**src/pidp_pkg.sv**
```systemverilog
// package: offsets, field positions, reset values and codes of the paged id and vendor register set
package pidp_pkg;
  // register address width and data width
  localparam int unsigned ADDR_W = 4;
  localparam int unsigned DATA_W = 8;
  // base register that holds the page selector, and the selector field position
  localparam logic [3:0] BASE_PAGE_REG = 4'h7;
  localparam int unsigned PAGE_SEL_LSB = 5;
  localparam logic [2:0] PAGE_SEL_RESET = 3'h0;
  // page numbers
  localparam logic [2:0] PAGE_ID = 3'h1;
  localparam logic [2:0] PAGE_VENDOR = 3'h7;
  // paged offsets
  localparam logic [3:0] OFF_COMPLIANCE_LEVEL = 4'h8;
  localparam logic [3:0] OFF_ID_PAGE_RESERVED = 4'h9;
  localparam logic [3:0] OFF_MAKER_CODE_HIGH = 4'ha;
  localparam logic [3:0] OFF_MAKER_CODE_MID = 4'hb;
  localparam logic [3:0] OFF_MAKER_CODE_LOW = 4'hc;
  localparam logic [3:0] OFF_PART_CODE_HIGH = 4'hd;
  localparam logic [3:0] OFF_PART_CODE_MID = 4'he;
  localparam logic [3:0] OFF_PART_CODE_LOW = 4'hf;
  localparam logic [3:0] OFF_SOFT_RESET = 4'he;
  // soft hard reset bit position
  localparam int unsigned SOFT_RESET_BIT = 0;
  // compliance level value
  localparam logic [7:0] COMPLIANCE_LEVEL_VAL = 8'h02;
  // identity codes: arbitrary neutral values
  localparam logic [23:0] MAKER_CODE_DEFAULT = 24'h12_34_56;
  localparam logic [23:0] PART_CODE_DEFAULT = 24'h65_43_21;
  // length of the internal hard reset pulse in cycles
  localparam int unsigned SOFT_RESET_CYCLES = 4;
  // link protocol modes
  typedef enum logic [1:0] {
    PIDP_LINK_A = 2'b01,
    PIDP_LINK_B = 2'b10
  } pidp_link_mode_t;
endpackage : pidp_pkg

```
**src/pidp_bus_if.sv**
```systemverilog
// interface: register bus between the top module and the paged register file
`timescale 1ns/1ps
`default_nettype none
interface pidp_bus_if;
  logic [3:0] addr; // register address
  logic [7:0] wdata; // write data
  logic wr; // write strobe
  logic rd; // read strobe
  logic [7:0] rdata; // read data, cycle after rd
  logic soft_reset; // one-cycle soft hard reset request
  logic [2:0] page; // current page selector
  modport host (output addr, output wdata, output wr, output rd, input rdata, input soft_reset, input page);
  modport regs (input addr, input wdata, input wr, input rd, output rdata, output soft_reset, output page);
endinterface : pidp_bus_if
`default_nettype wire

```
**src/pidp_regs.sv**
```systemverilog
// paged register file: base page selector, id page and vendor page
`timescale 1ns/1ps
`default_nettype none
module pidp_regs
  import pidp_pkg::*;
#(
  parameter logic [23:0] MAKER_CODE = MAKER_CODE_DEFAULT, // arbitrary value
  parameter logic [23:0] PART_CODE = PART_CODE_DEFAULT // arbitrary value
) (
  input wire logic clk,
  input wire logic rst,
  pidp_bus_if.regs bus
);
  // page selector register and read data register
  logic [2:0] page_r;
  logic [7:0] rdata_r;
  logic swr_r;
  // decode of writes
  wire base_wr = bus.wr && (bus.addr == BASE_PAGE_REG);
  wire vend_pg = (page_r == PAGE_VENDOR);
  wire id_pg = (page_r == PAGE_ID);
  wire swr_wr = bus.wr && vend_pg && (bus.addr == OFF_SOFT_RESET) && bus.wdata[SOFT_RESET_BIT];
  // id page read mux
  logic [7:0] id_data;
  always_comb begin
    id_data = 8'h00;
    unique case (bus.addr)
      OFF_COMPLIANCE_LEVEL: id_data = COMPLIANCE_LEVEL_VAL;
      OFF_MAKER_CODE_HIGH: id_data = MAKER_CODE[23:16];
      OFF_MAKER_CODE_MID: id_data = MAKER_CODE[15:8];
      OFF_MAKER_CODE_LOW: id_data = MAKER_CODE[7:0];
      OFF_PART_CODE_HIGH: id_data = PART_CODE[23:16];
      OFF_PART_CODE_MID: id_data = PART_CODE[15:8];
      OFF_PART_CODE_LOW: id_data = PART_CODE[7:0];
      default: id_data = 8'h00; // reserved reads zero
    endcase
  end
  // vendor page reads zero everywhere: test space and soft reset bit
  wire [7:0] vend_data = 8'h00;
  wire [7:0] base_data = (bus.addr == BASE_PAGE_REG) ? {page_r, 5'h00} : 8'h00;
  wire paged = bus.addr[3];
  wire [7:0] rd_nxt = !paged ? base_data : id_pg ? id_data : vend_pg ? vend_data : 8'h00;
  // page selector; software reset returns it to default
  always_ff @(posedge clk) begin
    if (rst) begin
      page_r <= PAGE_SEL_RESET;
    end else if (base_wr) begin
      page_r <= bus.wdata[PAGE_SEL_LSB +: 3];
    end
  end
  // read data held one cycle, zero otherwise
  always_ff @(posedge clk) begin
    if (rst) begin
      rdata_r <= 8'h00;
    end else begin
      rdata_r <= bus.rd ? rd_nxt : 8'h00;
    end
  end
  // soft reset request pulse
  always_ff @(posedge clk) begin
    if (rst) begin
      swr_r <= 1'b0;
    end else begin
      swr_r <= swr_wr;
    end
  end
  assign bus.rdata = rdata_r;
  assign bus.soft_reset = swr_r;
  assign bus.page = page_r;
  // checks
  a_swr_reads_zero: assert property (@(posedge clk) disable iff (rst)
    bus.rd && vend_pg && bus.addr == OFF_SOFT_RESET |=> rdata_r == 8'h00) else $error("soft reset bit read nonzero");
  a_compliance_val: assert property (@(posedge clk) disable iff (rst)
    bus.rd && id_pg && bus.addr == OFF_COMPLIANCE_LEVEL |=> rdata_r == 8'h02) else $error("compliance level wrong");
  a_maker_high: assert property (@(posedge clk) disable iff (rst)
    bus.rd && id_pg && bus.addr == OFF_MAKER_CODE_HIGH |=> rdata_r == MAKER_CODE[23:16]) else $error("maker byte wrong");
  a_part_high: assert property (@(posedge clk) disable iff (rst)
    bus.rd && id_pg && bus.addr == OFF_PART_CODE_HIGH |=> rdata_r == PART_CODE[23:16]) else $error("part byte wrong");
  a_id_reserved: assert property (@(posedge clk) disable iff (rst)
    bus.rd && id_pg && bus.addr == OFF_ID_PAGE_RESERVED |=> rdata_r == 8'h00) else $error("reserved nonzero");
  a_vend_select: assert property (@(posedge clk) disable iff (rst)
    base_wr && bus.wdata[7:5] == 3'h7 |=> page_r == PAGE_VENDOR) else $error("vendor page not selected");
  a_id_select: assert property (@(posedge clk) disable iff (rst)
    base_wr && bus.wdata[7:5] == 3'h1 |=> page_r == PAGE_ID) else $error("id page not selected");
  a_test_space: assert property (@(posedge clk) disable iff (rst)
    bus.rd && vend_pg && paged |=> rdata_r == 8'h00) else $error("test space nonzero");
  c_id_read: cover property (@(posedge clk) bus.rd && id_pg && paged);
  c_vend_sel: cover property (@(posedge clk) base_wr && bus.wdata[7:5] == 3'h7);
  c_swr: cover property (@(posedge clk) swr_wr);
endmodule : pidp_regs
`default_nettype wire

```
**src/pidp_top.sv**
```systemverilog
// top: paged id and vendor register set with soft hard reset and link protocol select
//
// The strobed register port is this design's own decision.
`timescale 1ns/1ps
`default_nettype none
// Notes on behaviour
// - page selector 7 shows vendor page
// - page selector 1 shows id page
// - offset 8 reads compliance 02h
// - maker code bytes at a, b, c
// - part code bytes at d, e, f
// - writing 1 to vendor bit0 hard-resets
// - soft reset bit always reads zero
// - select low runs 1394a link protocol
// - select high runs 1394b link protocol
// - select leaves cable port mode alone
// - select low disables bus owner arbitration
module pidp_top
  import pidp_pkg::*;
#(
  parameter int unsigned RESET_CYCLES = SOFT_RESET_CYCLES
) (
  input wire logic CLK,
  input wire logic RESET,
  input wire logic [3:0] ADDR,
  input wire logic [7:0] WDATA,
  input wire logic WR,
  input wire logic RD,
  output logic [7:0] RDATA,
  input wire logic LINK_PROTOCOL_SELECT,
  input wire logic LINK_REQUEST_LINE,
  input wire logic CABLE_MODE_IN,
  output logic LINK_B_MODE,
  output logic BUS_OWNER_ARBITRATION_EN,
  output logic LINK_REQUEST_SEEN,
  output logic CABLE_MODE,
  output logic HARD_RESET_ACTIVE,
  output logic [2:0] PAGE
);
  // internal hard reset: pin or software-triggered pulse
  logic [3:0] swr_cnt_r;
  logic [3:0] swr_cnt_nxt;
  logic int_rst;
  pidp_bus_if bus ();
  assign bus.addr = ADDR;
  assign bus.wdata = WDATA;
  assign bus.wr = WR;
  assign bus.rd = RD;
  // counter restarts on a soft reset request and counts down to release
  assign swr_cnt_nxt = bus.soft_reset ? RESET_CYCLES[3:0] : (swr_cnt_r != 4'h0) ? swr_cnt_r - 4'h1 : 4'h0;
  assign int_rst = RESET || (swr_cnt_r != 4'h0);
  always_ff @(posedge CLK) begin
    if (RESET) begin
      swr_cnt_r <= 4'h0;
    end else begin
      swr_cnt_r <= swr_cnt_nxt;
    end
  end
  // register file under the combined reset
  pidp_regs u_regs (
    .clk(CLK),
    .rst(int_rst),
    .bus(bus)
  );
  // link mode decode: only the link side looks at the select pin
  pidp_link_mode_t mode_nxt;
  assign mode_nxt = LINK_PROTOCOL_SELECT ? PIDP_LINK_B : PIDP_LINK_A;
  // registered outputs
  always_ff @(posedge CLK) begin
    if (int_rst) begin
      LINK_B_MODE <= 1'b0;
      BUS_OWNER_ARBITRATION_EN <= 1'b0;
      LINK_REQUEST_SEEN <= 1'b0;
      CABLE_MODE <= 1'b0;
      HARD_RESET_ACTIVE <= 1'b1;
    end else begin
      LINK_B_MODE <= (mode_nxt == PIDP_LINK_B);
      BUS_OWNER_ARBITRATION_EN <= (mode_nxt == PIDP_LINK_B);
      LINK_REQUEST_SEEN <= LINK_REQUEST_LINE; // request started by the link
      CABLE_MODE <= CABLE_MODE_IN; // independent of select
      HARD_RESET_ACTIVE <= 1'b0;
    end
  end
  assign RDATA = bus.rdata;
  assign PAGE = bus.page;
  // request pulse loads the counter one edge later, the output flop follows one edge after that
  a_soft_reset_hold: assert property (@(posedge CLK) disable iff (RESET)
    bus.soft_reset |-> ##2 HARD_RESET_ACTIVE [*4]) else $error("soft reset not applied");
  a_soft_release: assert property (@(posedge CLK) disable iff (RESET)
    bus.soft_reset ##1 !bus.soft_reset [*6] |-> !HARD_RESET_ACTIVE) else $error("soft reset stuck");
  a_bus_owner_arbitration_off_a: assert property (@(posedge CLK) disable iff (int_rst)
    !LINK_PROTOCOL_SELECT |=> !BUS_OWNER_ARBITRATION_EN || int_rst) else $error("arbitration on in a mode");
  // the reset level is taken as sampled, so a release edge does not count as a mode edge
  a_mode_b: assert property (@(posedge CLK) disable iff (RESET)
    !int_rst && LINK_PROTOCOL_SELECT |=> LINK_B_MODE) else $error("b mode missing");
  // cable side copy follows its own pin only
  a_cable_copy: assert property (@(posedge CLK) disable iff (RESET)
    !int_rst |=> CABLE_MODE == $past(CABLE_MODE_IN)) else $error("cable mode not passed on");
  // link request passed on one cycle late
  a_req_copy: assert property (@(posedge CLK) disable iff (RESET)
    !int_rst |=> LINK_REQUEST_SEEN == $past(LINK_REQUEST_LINE)) else $error("link request not passed on");
  // any reset, pin or software, is flagged on the next cycle
  a_reset_flag: assert property (@(posedge CLK)
    int_rst |=> HARD_RESET_ACTIVE) else $error("hard reset flag missing");
  c_mode_b: cover property (@(posedge CLK) LINK_B_MODE);
  c_soft_reset: cover property (@(posedge CLK) bus.soft_reset);
endmodule : pidp_top
`default_nettype wire

```
**config.mk**
```make
export PLATFORM = sky130hd
export DESIGN_NAME = pidp_top
export DESIGN_NICKNAME = d
export VERILOG_FILES = /design/src/pidp_pkg.sv /design/src/pidp_bus_if.sv /design/src/pidp_regs.sv /design/src/pidp_top.sv
export SDC_FILE = /design/constraint.sdc
export NUM_CORES = 1
export LEC_CHECK = 0
export BUFFER_PORTS_ARGS = -buffer_cell sky130_fd_sc_hd__buf_2
export CORE_MARGIN = 2
export CORE_UTILIZATION = 50
export CTS_BUF_LIST = sky130_fd_sc_hd__clkbuf_8
export DETAILED_ROUTE_END_ITERATION = 12
export PLACE_DENSITY = 0.84
export SLEW_MARGIN = 20
export SYNTH_ARGS = -nofsm -noshare
export SYNTH_HDL_FRONTEND = slang
export SYNTH_SLANG_ARGS = --single-unit
```
**constraint.sdc**
```tcl
create_clock -name CLK -period 2.72 [get_ports CLK]
set_clock_uncertainty 0.1 [all_clocks]
set_input_delay 0.68 -clock CLK [delete_from_list [all_inputs] [get_ports CLK]]
set_output_delay 0.68 -clock CLK [all_outputs]
set_load 0.005 [all_outputs]
```
# ---- After elaboration in Yosys (flattened, before gate mapping)
# Cells that the tools add are included.
dict set report classes {
  add_sub_neg 1
  multipliers 0
  n_div 0
  magnitude_cmp 0
  n_eq_ne 11
  shifts 0
  mux 8
  bitwise 2
  reduce_logical 8
}
# operator n
set op_table {}
lappend op_table {{one-hot mux 7 bit (7 select lines)} 1}
lappend op_table {{== test 4 bit (second input constant)} 7}
lappend op_table {{two-way mux 8 bit} 2}
lappend op_table {{two-way mux 7 bit} 1}
lappend op_table {{two-way mux 3 bit} 2}
lappend op_table {{== test 4 x 3 -> 1 bit (second input constant)} 1}
lappend op_table {{logical AND 1 bit} 4}
lappend op_table {{nonzero test 4 bit} 1}
lappend op_table {{subtractor 4 x 1 -> 4 bit (second input constant)} 1}
lappend op_table {{== test 3 x 1 -> 1 bit (second input constant)} 1}
lappend op_table {{== test 3 bit (second input constant)} 1}
lappend op_table {{OR reduction 3 bit} 1}
lappend op_table {{== test 2 bit (second input constant)} 1}
lappend op_table {{two-way mux 2 bit} 1}
lappend op_table {{NOT 1 bit} 2}
lappend op_table {{OR reduction 2 bit} 1}
lappend op_table {{logical OR 1 bit} 1}
lappend op_table {{two-way mux 1 bit} 1}
dict set report totals {
  ff_bits 20
  latch_bits 0
  mem_bits_rw 0
  rom_bits 0
  input_bits 19
  output_inout_bits 16
  word_cells 39
  memories 0
}

# ---- Longest topological paths before layout
# Gate-level depths: netlist of run 1.
dict set report logic_depth {
  ltp_word 4
  ltp_mapped 5
}

# ---- By module
# From an unflattened synthesis of run 1, not the netlist that was laid out.
dict set report hier_totals {
  cells_unflattened 75
  hier_area_um2 780.7
}
# module n_inst cells_each area_per_inst_um2 seq_area_each_um2
set by_module_without_submodules {}
lappend by_module_without_submodules {pidp_regs 1 47 490.5 220.2}
lappend by_module_without_submodules {pidp_top 1 28 290.3 160.2}

# ---- Worst setup path before layout of run 1
# OpenSTA, ideal clock, no wires.
dict set report synth_timing {
  path_kind {in2reg}
  from {input RESET}
  to {register u_regs.swr_r (netlist: u_regs.bus.soft_reset)}
  setup_time_ns 0.087
  arrival_ns 1.352
  path_slack_ns 1.180
  path_stages 3
  cell_sequence {nor4b_4 inv_2 nor4_4}
}
dict set report synth_between {
  elab_chain_len 1
}
# element line_no
set synth_rtl {}
lappend synth_rtl {{start: declaration} pidp_top.sv:24} ;# input wire logic RESET,
lappend synth_rtl {{logical OR 1 bit} pidp_top.sv:51} ;# assign int_rst = RESET || (swr_cnt_r != 4'h0);
lappend synth_rtl {{named net int_rst} pidp_top.sv:43} ;# logic int_rst;
lappend synth_rtl {{end signal: assignment} pidp_regs.sv:64} ;# swr_r <= swr_wr;
lappend synth_rtl {{end: declaration} pidp_regs.sv:17} ;# logic swr_r;
# The timed path passes the listed nets, and every way through them passes these cells.
# A chain may end at the register's enable or synchronous reset.

# ---- Worst setup path in the final report of run 1
dict set report layout_timing {
  from {register u_regs.page_r[0] (netlist: u_regs.bus.page[0])}
  to {output PAGE[0]}
}
# element line_no
set layout_rtl {}
lappend layout_rtl {{start: declaration} pidp_regs.sv:15} ;# logic [2:0] page_r;
lappend layout_rtl {{start signal: assignment} pidp_regs.sv:48} ;# page_r <= bus.wdata[PAGE_SEL_LSB +: 3];
lappend layout_rtl {{end: declaration} pidp_top.sv:38} ;# output logic [2:0] PAGE
# No word-level cell between the ends.

==> results of run 1 <==
-- power by group --
group,internal (mW),switching [mW]
clock,0.100,0.0869
sequential,0.322,0.0306
combinational,0.102,0.106
total,0.524,0.223
-- cell usage in the layout, fill, tap and decap left out, types with 2 or more instances in the layout --
| master | netlist | layout |
|---|---|---|
| nor2_1 | 9 | 9 |
| a21oi_1 | 7 | 7 |
| and2_1 | 3 | 3 |
| buf_2 | 0 | 29 |
| inv_1 | 4 | 5 |
| dfxtp_1 | 19 | 19 |
| nand3_1 | 3 | 3 |
| nand2_1 | 5 | 5 |
| and4b_1 | 2 | 2 |
| a211o_1 | 2 | 2 |
| o31ai_1 | 3 | 3 |
| ha_1 | 2 | 2 |
| clkbuf_8 | 0 | 3 |
-- worst reg2reg max path, delay by kind of cell, from the launching register on --
family | cells | cell delay [ps]
adder cells (fa/ha/maj) | 1 | 190
buffers and inverters | 2 | 220
AND/OR/NAND/NOR | 2 | 650
flip-flops | 1 | 320
-- worst max-delay path by stage --
stage	startpoint	end	slack, ps	cells after the start
3_5_place_dp	RESET	u_regs.bus.soft_reset	920	4
6_report	u_regs.bus.page[0]	PAGE[0]	1140	1
2_1_floorplan	RESET	u_regs.bus.soft_reset	1180	3
5_1_grt	swr_cnt_r[0]	u_regs.bus.soft_reset	990	5
3_3_place_gp	RESET	u_regs.bus.soft_reset	930	4
4_1_cts	swr_cnt_r[0]	u_regs.bus.soft_reset	1150	5
-- flip-flops by register name, indices dropped and copies added (netlist names) --
signal                    count
BUS_OWNER_ARBITRATION_EN      1
CABLE_MODE                    1
HARD_RESET_ACTIVE             1
LINK_REQUEST_SEEN             1
swr_cnt_r                     4
u_regs.bus.page               3
u_regs.bus.rdata              7
u_regs.bus.soft_reset         1
-- area by class of cell --
| class | count | area [um^2] |
|---|---|---|
| fill | 134 | 508.0 |
| sequential | 19 | 380.4 |
| multi-input combinational | 50 | 354.1 |
| timing repair buffer | 29 | 145.1 |
| clock buffer | 3 | 41.29 |
| tap | 16 | 20.02 |
| inverter | 5 | 18.77 |
| clock inverter | 1 | 3.754 |
-- metal layers --
metal  track usage, %  part of all wire, %  up-vias
met1            19.25                   43      298
met4            10.91                  1.8        0
li1                 -                    -      326
met2            25.97                   48       28
met5                0                    0        -
met3            3.830                  6.6        4
-- cells by family after synthesis --
| family | after synthesis | share of synthesized area [%] |
|---|---|---|
| buf+inv | 7 | 4.396 |
| fa+ha+maj | 2 | 3.257 |
| other cells | 1 | 0.4881 |
| flops | 19 | 49.51 |
| mux | 2 | 2.769 |
| compound gates | 13 | 10.75 |
| xor+xnor | 1 | 1.140 |
| simple gates | 31 | 27.69 |
-- through the flow --
stage	power [mW]	instance area [um^2]	hold slack, ps
floorplan	0.5103	768.2	313.3
global placement	0.5607	918.4	329.5
detailed placement	0.5690	918.4	332.9
CTS	0.7543	963.4	342.1
global route	0.7972	963.4	383.2
finish	0.7474	963.4	339.0
==> impl_metrics.tcl, run 1 <==
set metrics [dict create \
    vias 656 \
    holdCritPathClass "reg -> reg" \
    port_buffers 29 \
    die_area_um2 1866 \
    post-cts-setup-buffer-count 0 \
    fin_util_pct 65.48 \
    cts_resized 0 \
    ys_warn_count 0 \
    synth_ff_type "dfxtp_1" \
    cp-end-kind "primary output" \
    rsz0062_at_grt "false" \
    power_leakage_nw 0.4467 \
    layout.nets 129 \
    cts_sinks 19 \
    grt_pass1_vias 534 \
    max_stage_delay_ps 400 \
    yosysMostFrequentCell "dfxtp_1" \
    drive_gt1_share_pct 36.45 \
    min_from "swr_cnt_r[0]" \
    syn_to_final_growth_pct 25.41 \
    wirelength_mm 1.407 \
    synth_largest_area_cell "dfxtp_1" \
    status "complete, no violations" \
    final_cells 123 \
    fmax_mhz 633.7 \
    drtIter0Drc 10 \
    die_h_um 43.20 \
    coreArea_um2 1471 \
    path_clk_slew_ps 70 \
    min_period_ps 1578 \
    dpl.hpwl_mm 1.099 \
    antenna_found_initial 0 \
    finalHoldViolCount 0 \
    cp_top_family "flip-flops" \
    final-setup-viol-count 0 \
    drc_errors 0 \
    ys_async_sr_fraction_pct 0 \
    insertion_delay_ps 250 \
    syn_nets 97 \
    synth-edff-count 0 \
    avgViaCountPerCell 5.333 \
    cts_tree "built" \
    place_ws_ps 924.7 \
    rrSetupSlack_ps 1160 \
    finalSetupTns_ps 0 \
    ir_worst_vdd_v 0.0003631 \
    cts_max_path_buffers 2 \
    initial_utilization_pct 52.21 \
    rows 14 \
    yosysSeqAreaShare_pct 49.51 \
    required_ps 1940 \
    cts_root_buffer "clkbuf_8" \
    cp-start-kind "flop" \
    synth_area_leaders "dfxtp_1 (50%), a21oi_1 (4.6%), nor2_1 (4.4%), ha_1 (3.3%), nor4b_4 (3.1%)" \
    numCtsBuffers 3 \
    grt_overflow 0 \
    hold_buffers 0 \
    maxSlewViolCount 0 \
    critical_path_buf_inv_count 1 \
    synth.avg_cell_area_um2 10.11 \
    diodes 0 \
    io_pins 35 \
    ant_nets 0 \
    hold_depth 1 \
    syn-cell-area_um2 768.2 \
    r2r-end "u_regs.bus.soft_reset" \
    period_share_pct 58.02 \
    grt_pass1_wl_mm 2.173 \
    maxCapViolCount 0 \
    die_width_um 43.20 \
    arrival_ps 800 \
    holdPathEnd "swr_cnt_r[0]" \
    reg2reg_depth 5 \
    syn_inst 76 \
    worst_slack_ps 1142 \
    ys_top_cells_by_count "dfxtp_1 (19), nor2_1 (9), a21oi_1 (7), nand2_1 (5), inv_1 (4)" \
    routabilityCongestion 0.7599 \
    path_cells "buf_2" \
    place_inst 119 \
    synth-seq-cells 19 \
    path_max_fanout 5 \
    firstDrtPassIters 4 \
    timing.rr.start "swr_cnt_r[0]" \
    synth_top_area_share_pct 49.51 \
    powerDensity_nw_per_um2 775.8 \
    grt_max_degree 11 \
    slowest_stage "dfxtp_1" \
    grt_usage_pct 16.33 \
    htree_levels 1 \
    wire_per_inst_um 11.44 \
    yosysUniqueCellTypes 27 \
    worstSetupPathType "reg -> out" \
]
No activity file was read; power rests on OpenSTA's default activity.
==> inputs of run 2 (changes only) <==
Settings changed: CORE_UTILIZATION 50 to 42, PLACE_DENSITY 0.84 to 0.76.
Clock period 2.72 ns to 1.4 ns, I/O delays scaled along.
==> impl_metrics.tcl, run 2 (same netlist as run 1, synthesis figures left out) <==
set metrics [dict create \
    status "complete, no violations" \
    wirelength_mm 1.482 \
    die_h_um 46.77 \
    cts_root_buffer "clkbuf_8" \
    slowest_stage "dfxtp_2" \
    numCtsBuffers 3 \
    grt_usage_pct 15.27 \
    diodes 0 \
    place_inst 132 \
    cts_max_path_buffers 2 \
    arrival_ps 1430 \
    rsz0062_at_grt "true" \
    cp-start-kind "flop" \
    worst_slack_ps 45.11 \
    period_share_pct 96.78 \
    path_max_fanout 4 \
    drc_errors 0 \
    grt_max_degree 11 \
    io_pins 35 \
    stdcell_area_um2 1055 \
    routabilityCongestion 0.7729 \
    wire_per_inst_um 10.66 \
    layout.nets 136 \
    max_stage_delay_ps 320 \
    maxCapViolCount 0 \
    cp-end-kind "flop" \
    place_ws_ps -18.32 \
    grt_pass1_wl_mm 2.339 \
    die_width_um 46.77 \
    firstDrtPassIters 4 \
    fmax_mhz 738.1 \
    vias 662 \
    final_cells 139 \
    drtIter0Drc 7 \
    die_area_um2 2187 \
    htree_levels 1 \
    ant_nets 0 \
    syn_to_final_growth_pct 37.30 \
    holdCritPathClass "in -> reg" \
    hold_buffers 0 \
    powerDensity_nw_per_um2 1535 \
    required_ps 1470 \
    cts_sinks 19 \
    grt_overflow 0 \
    rows 15 \
    initial_utilization_pct 44.49 \
    finalHoldViolCount 0 \
    drive_gt1_share_pct 47.37 \
    dpl.hpwl_mm 1.119 \
    final-setup-viol-count 0 \
    coreArea_um2 1727 \
    fin_util_pct 61.09 \
    finalSetupTns_ps 0 \
    path_cells "inv_2 -> ha_4 -> nor4b_4 -> nand2_1 -> nor3b_2" \
    final_cell_mix "buf_2 (29), dfxtp_1 (17), nor2_1 (9)" \
    antenna_found_initial 0 \
    largest_reg_flops 7 \
    grt_pass1_vias 590 \
    power_leakage_nw 0.4807 \
    min_period_ps 1355 \
    maxSlewViolCount 0 \
    cts_tree "built" \
    layout.cells.most_common "buf_2" \
    path_clk_slew_ps 70 \
    worstSetupPathType "reg -> reg" \
    port_buffers 29 \
    place_area_um2 959.7 \
    insertion_delay_ps 250 \
    ir_worst_vdd_v 0.0006287 \
    avgViaCountPerCell 4.763 \
]
run 2: cell count changes in the layout (fill, tap and decap cells not counted):
cell,before,now
dfxtp_2,0,2
nor3b_1,1,0
ha_1,2,1
inv_2,1,3
ha_4,0,1
a21oi_1,7,5
buf_4,0,7
a21oi_2,0,2
inv_1,5,3
nor3b_2,1,2
dfxtp_1,19,17
run 2: final timing paths:
| check | startpoint | to | slack [ps] | cells past startpoint |
|---|---|---|---|---|
| max | swr_cnt_r[1] | u_regs.bus.rdata[6] | 50 | 5 |
| min | CABLE_MODE_IN | CABLE_MODE | 190 | 2 |
| max reg2reg | swr_cnt_r[1] | u_regs.bus.rdata[6] | 50 | 5 |
| min reg2reg | u_regs.bus.page[2] | u_regs.bus.rdata[7] | 390 | 2 |
run 2: cell type report:
type	instances	area, um^2
fillers	169	671.9
multi-input cells	50	379.1
repair buffers	36	197.7
inverters	5	18.77
clock buffers	3	41.29
well taps	25	31.28
clock inverters	1	3.754
flip-flops and latches	19	382.9
run 2: what timing repair did:
| action | 4_1_cts | 5_1_grt |
|---|---|---|
| cloned | 0 | 0 |
| resized for setup | 6 | 3 |
| pin swaps | 2 | 3 |
| buffers inserted | 0 | 3 |
| endpoints found under the hold margin | 0 | 0 |
| setup endpoints to repair | 6 | 10 |
run 2: worst max-delay path, delay by kind of cell, from the launching register on:
kind                       cells  cell delay (ps)
and+or+nand+nor                3              660
DFF                            1              320
adders and majority gates      1              130
buffers and inverters          1               70
run 2: per-stage QoR:
step	hold slack, ps	total power, mW
final	193.4	1.619
after global routing	205.9	1.735
after CTS	189.3	1.583
after detailed placement	376.5	1.191
after global placement	370.3	1.170
after floorplan	313.3	0.9914
run 2: power by group:
| part | internal [mW] | total, mW | leakage, nW | switching (mW) |
|---|---|---|---|---|
| Sequential | 0.630 | 0.688 | 0.155 | 0.0577 |
| Combinational | 0.321 | 0.574 | 0.299 | 0.253 |
| Clock | 0.194 | 0.357 | 0.0269 | 0.163 |
| Total | 1.15 | 1.62 | 0.481 | 0.474 |
run 2: layer usage:
metal,part of all wire (%),global-route usage [%],wire length (um)
met4,0,6.667,0
met2,50,25.75,738
met3,6.4,4.615,95
met5,0,0,0
met1,44,17.90,648
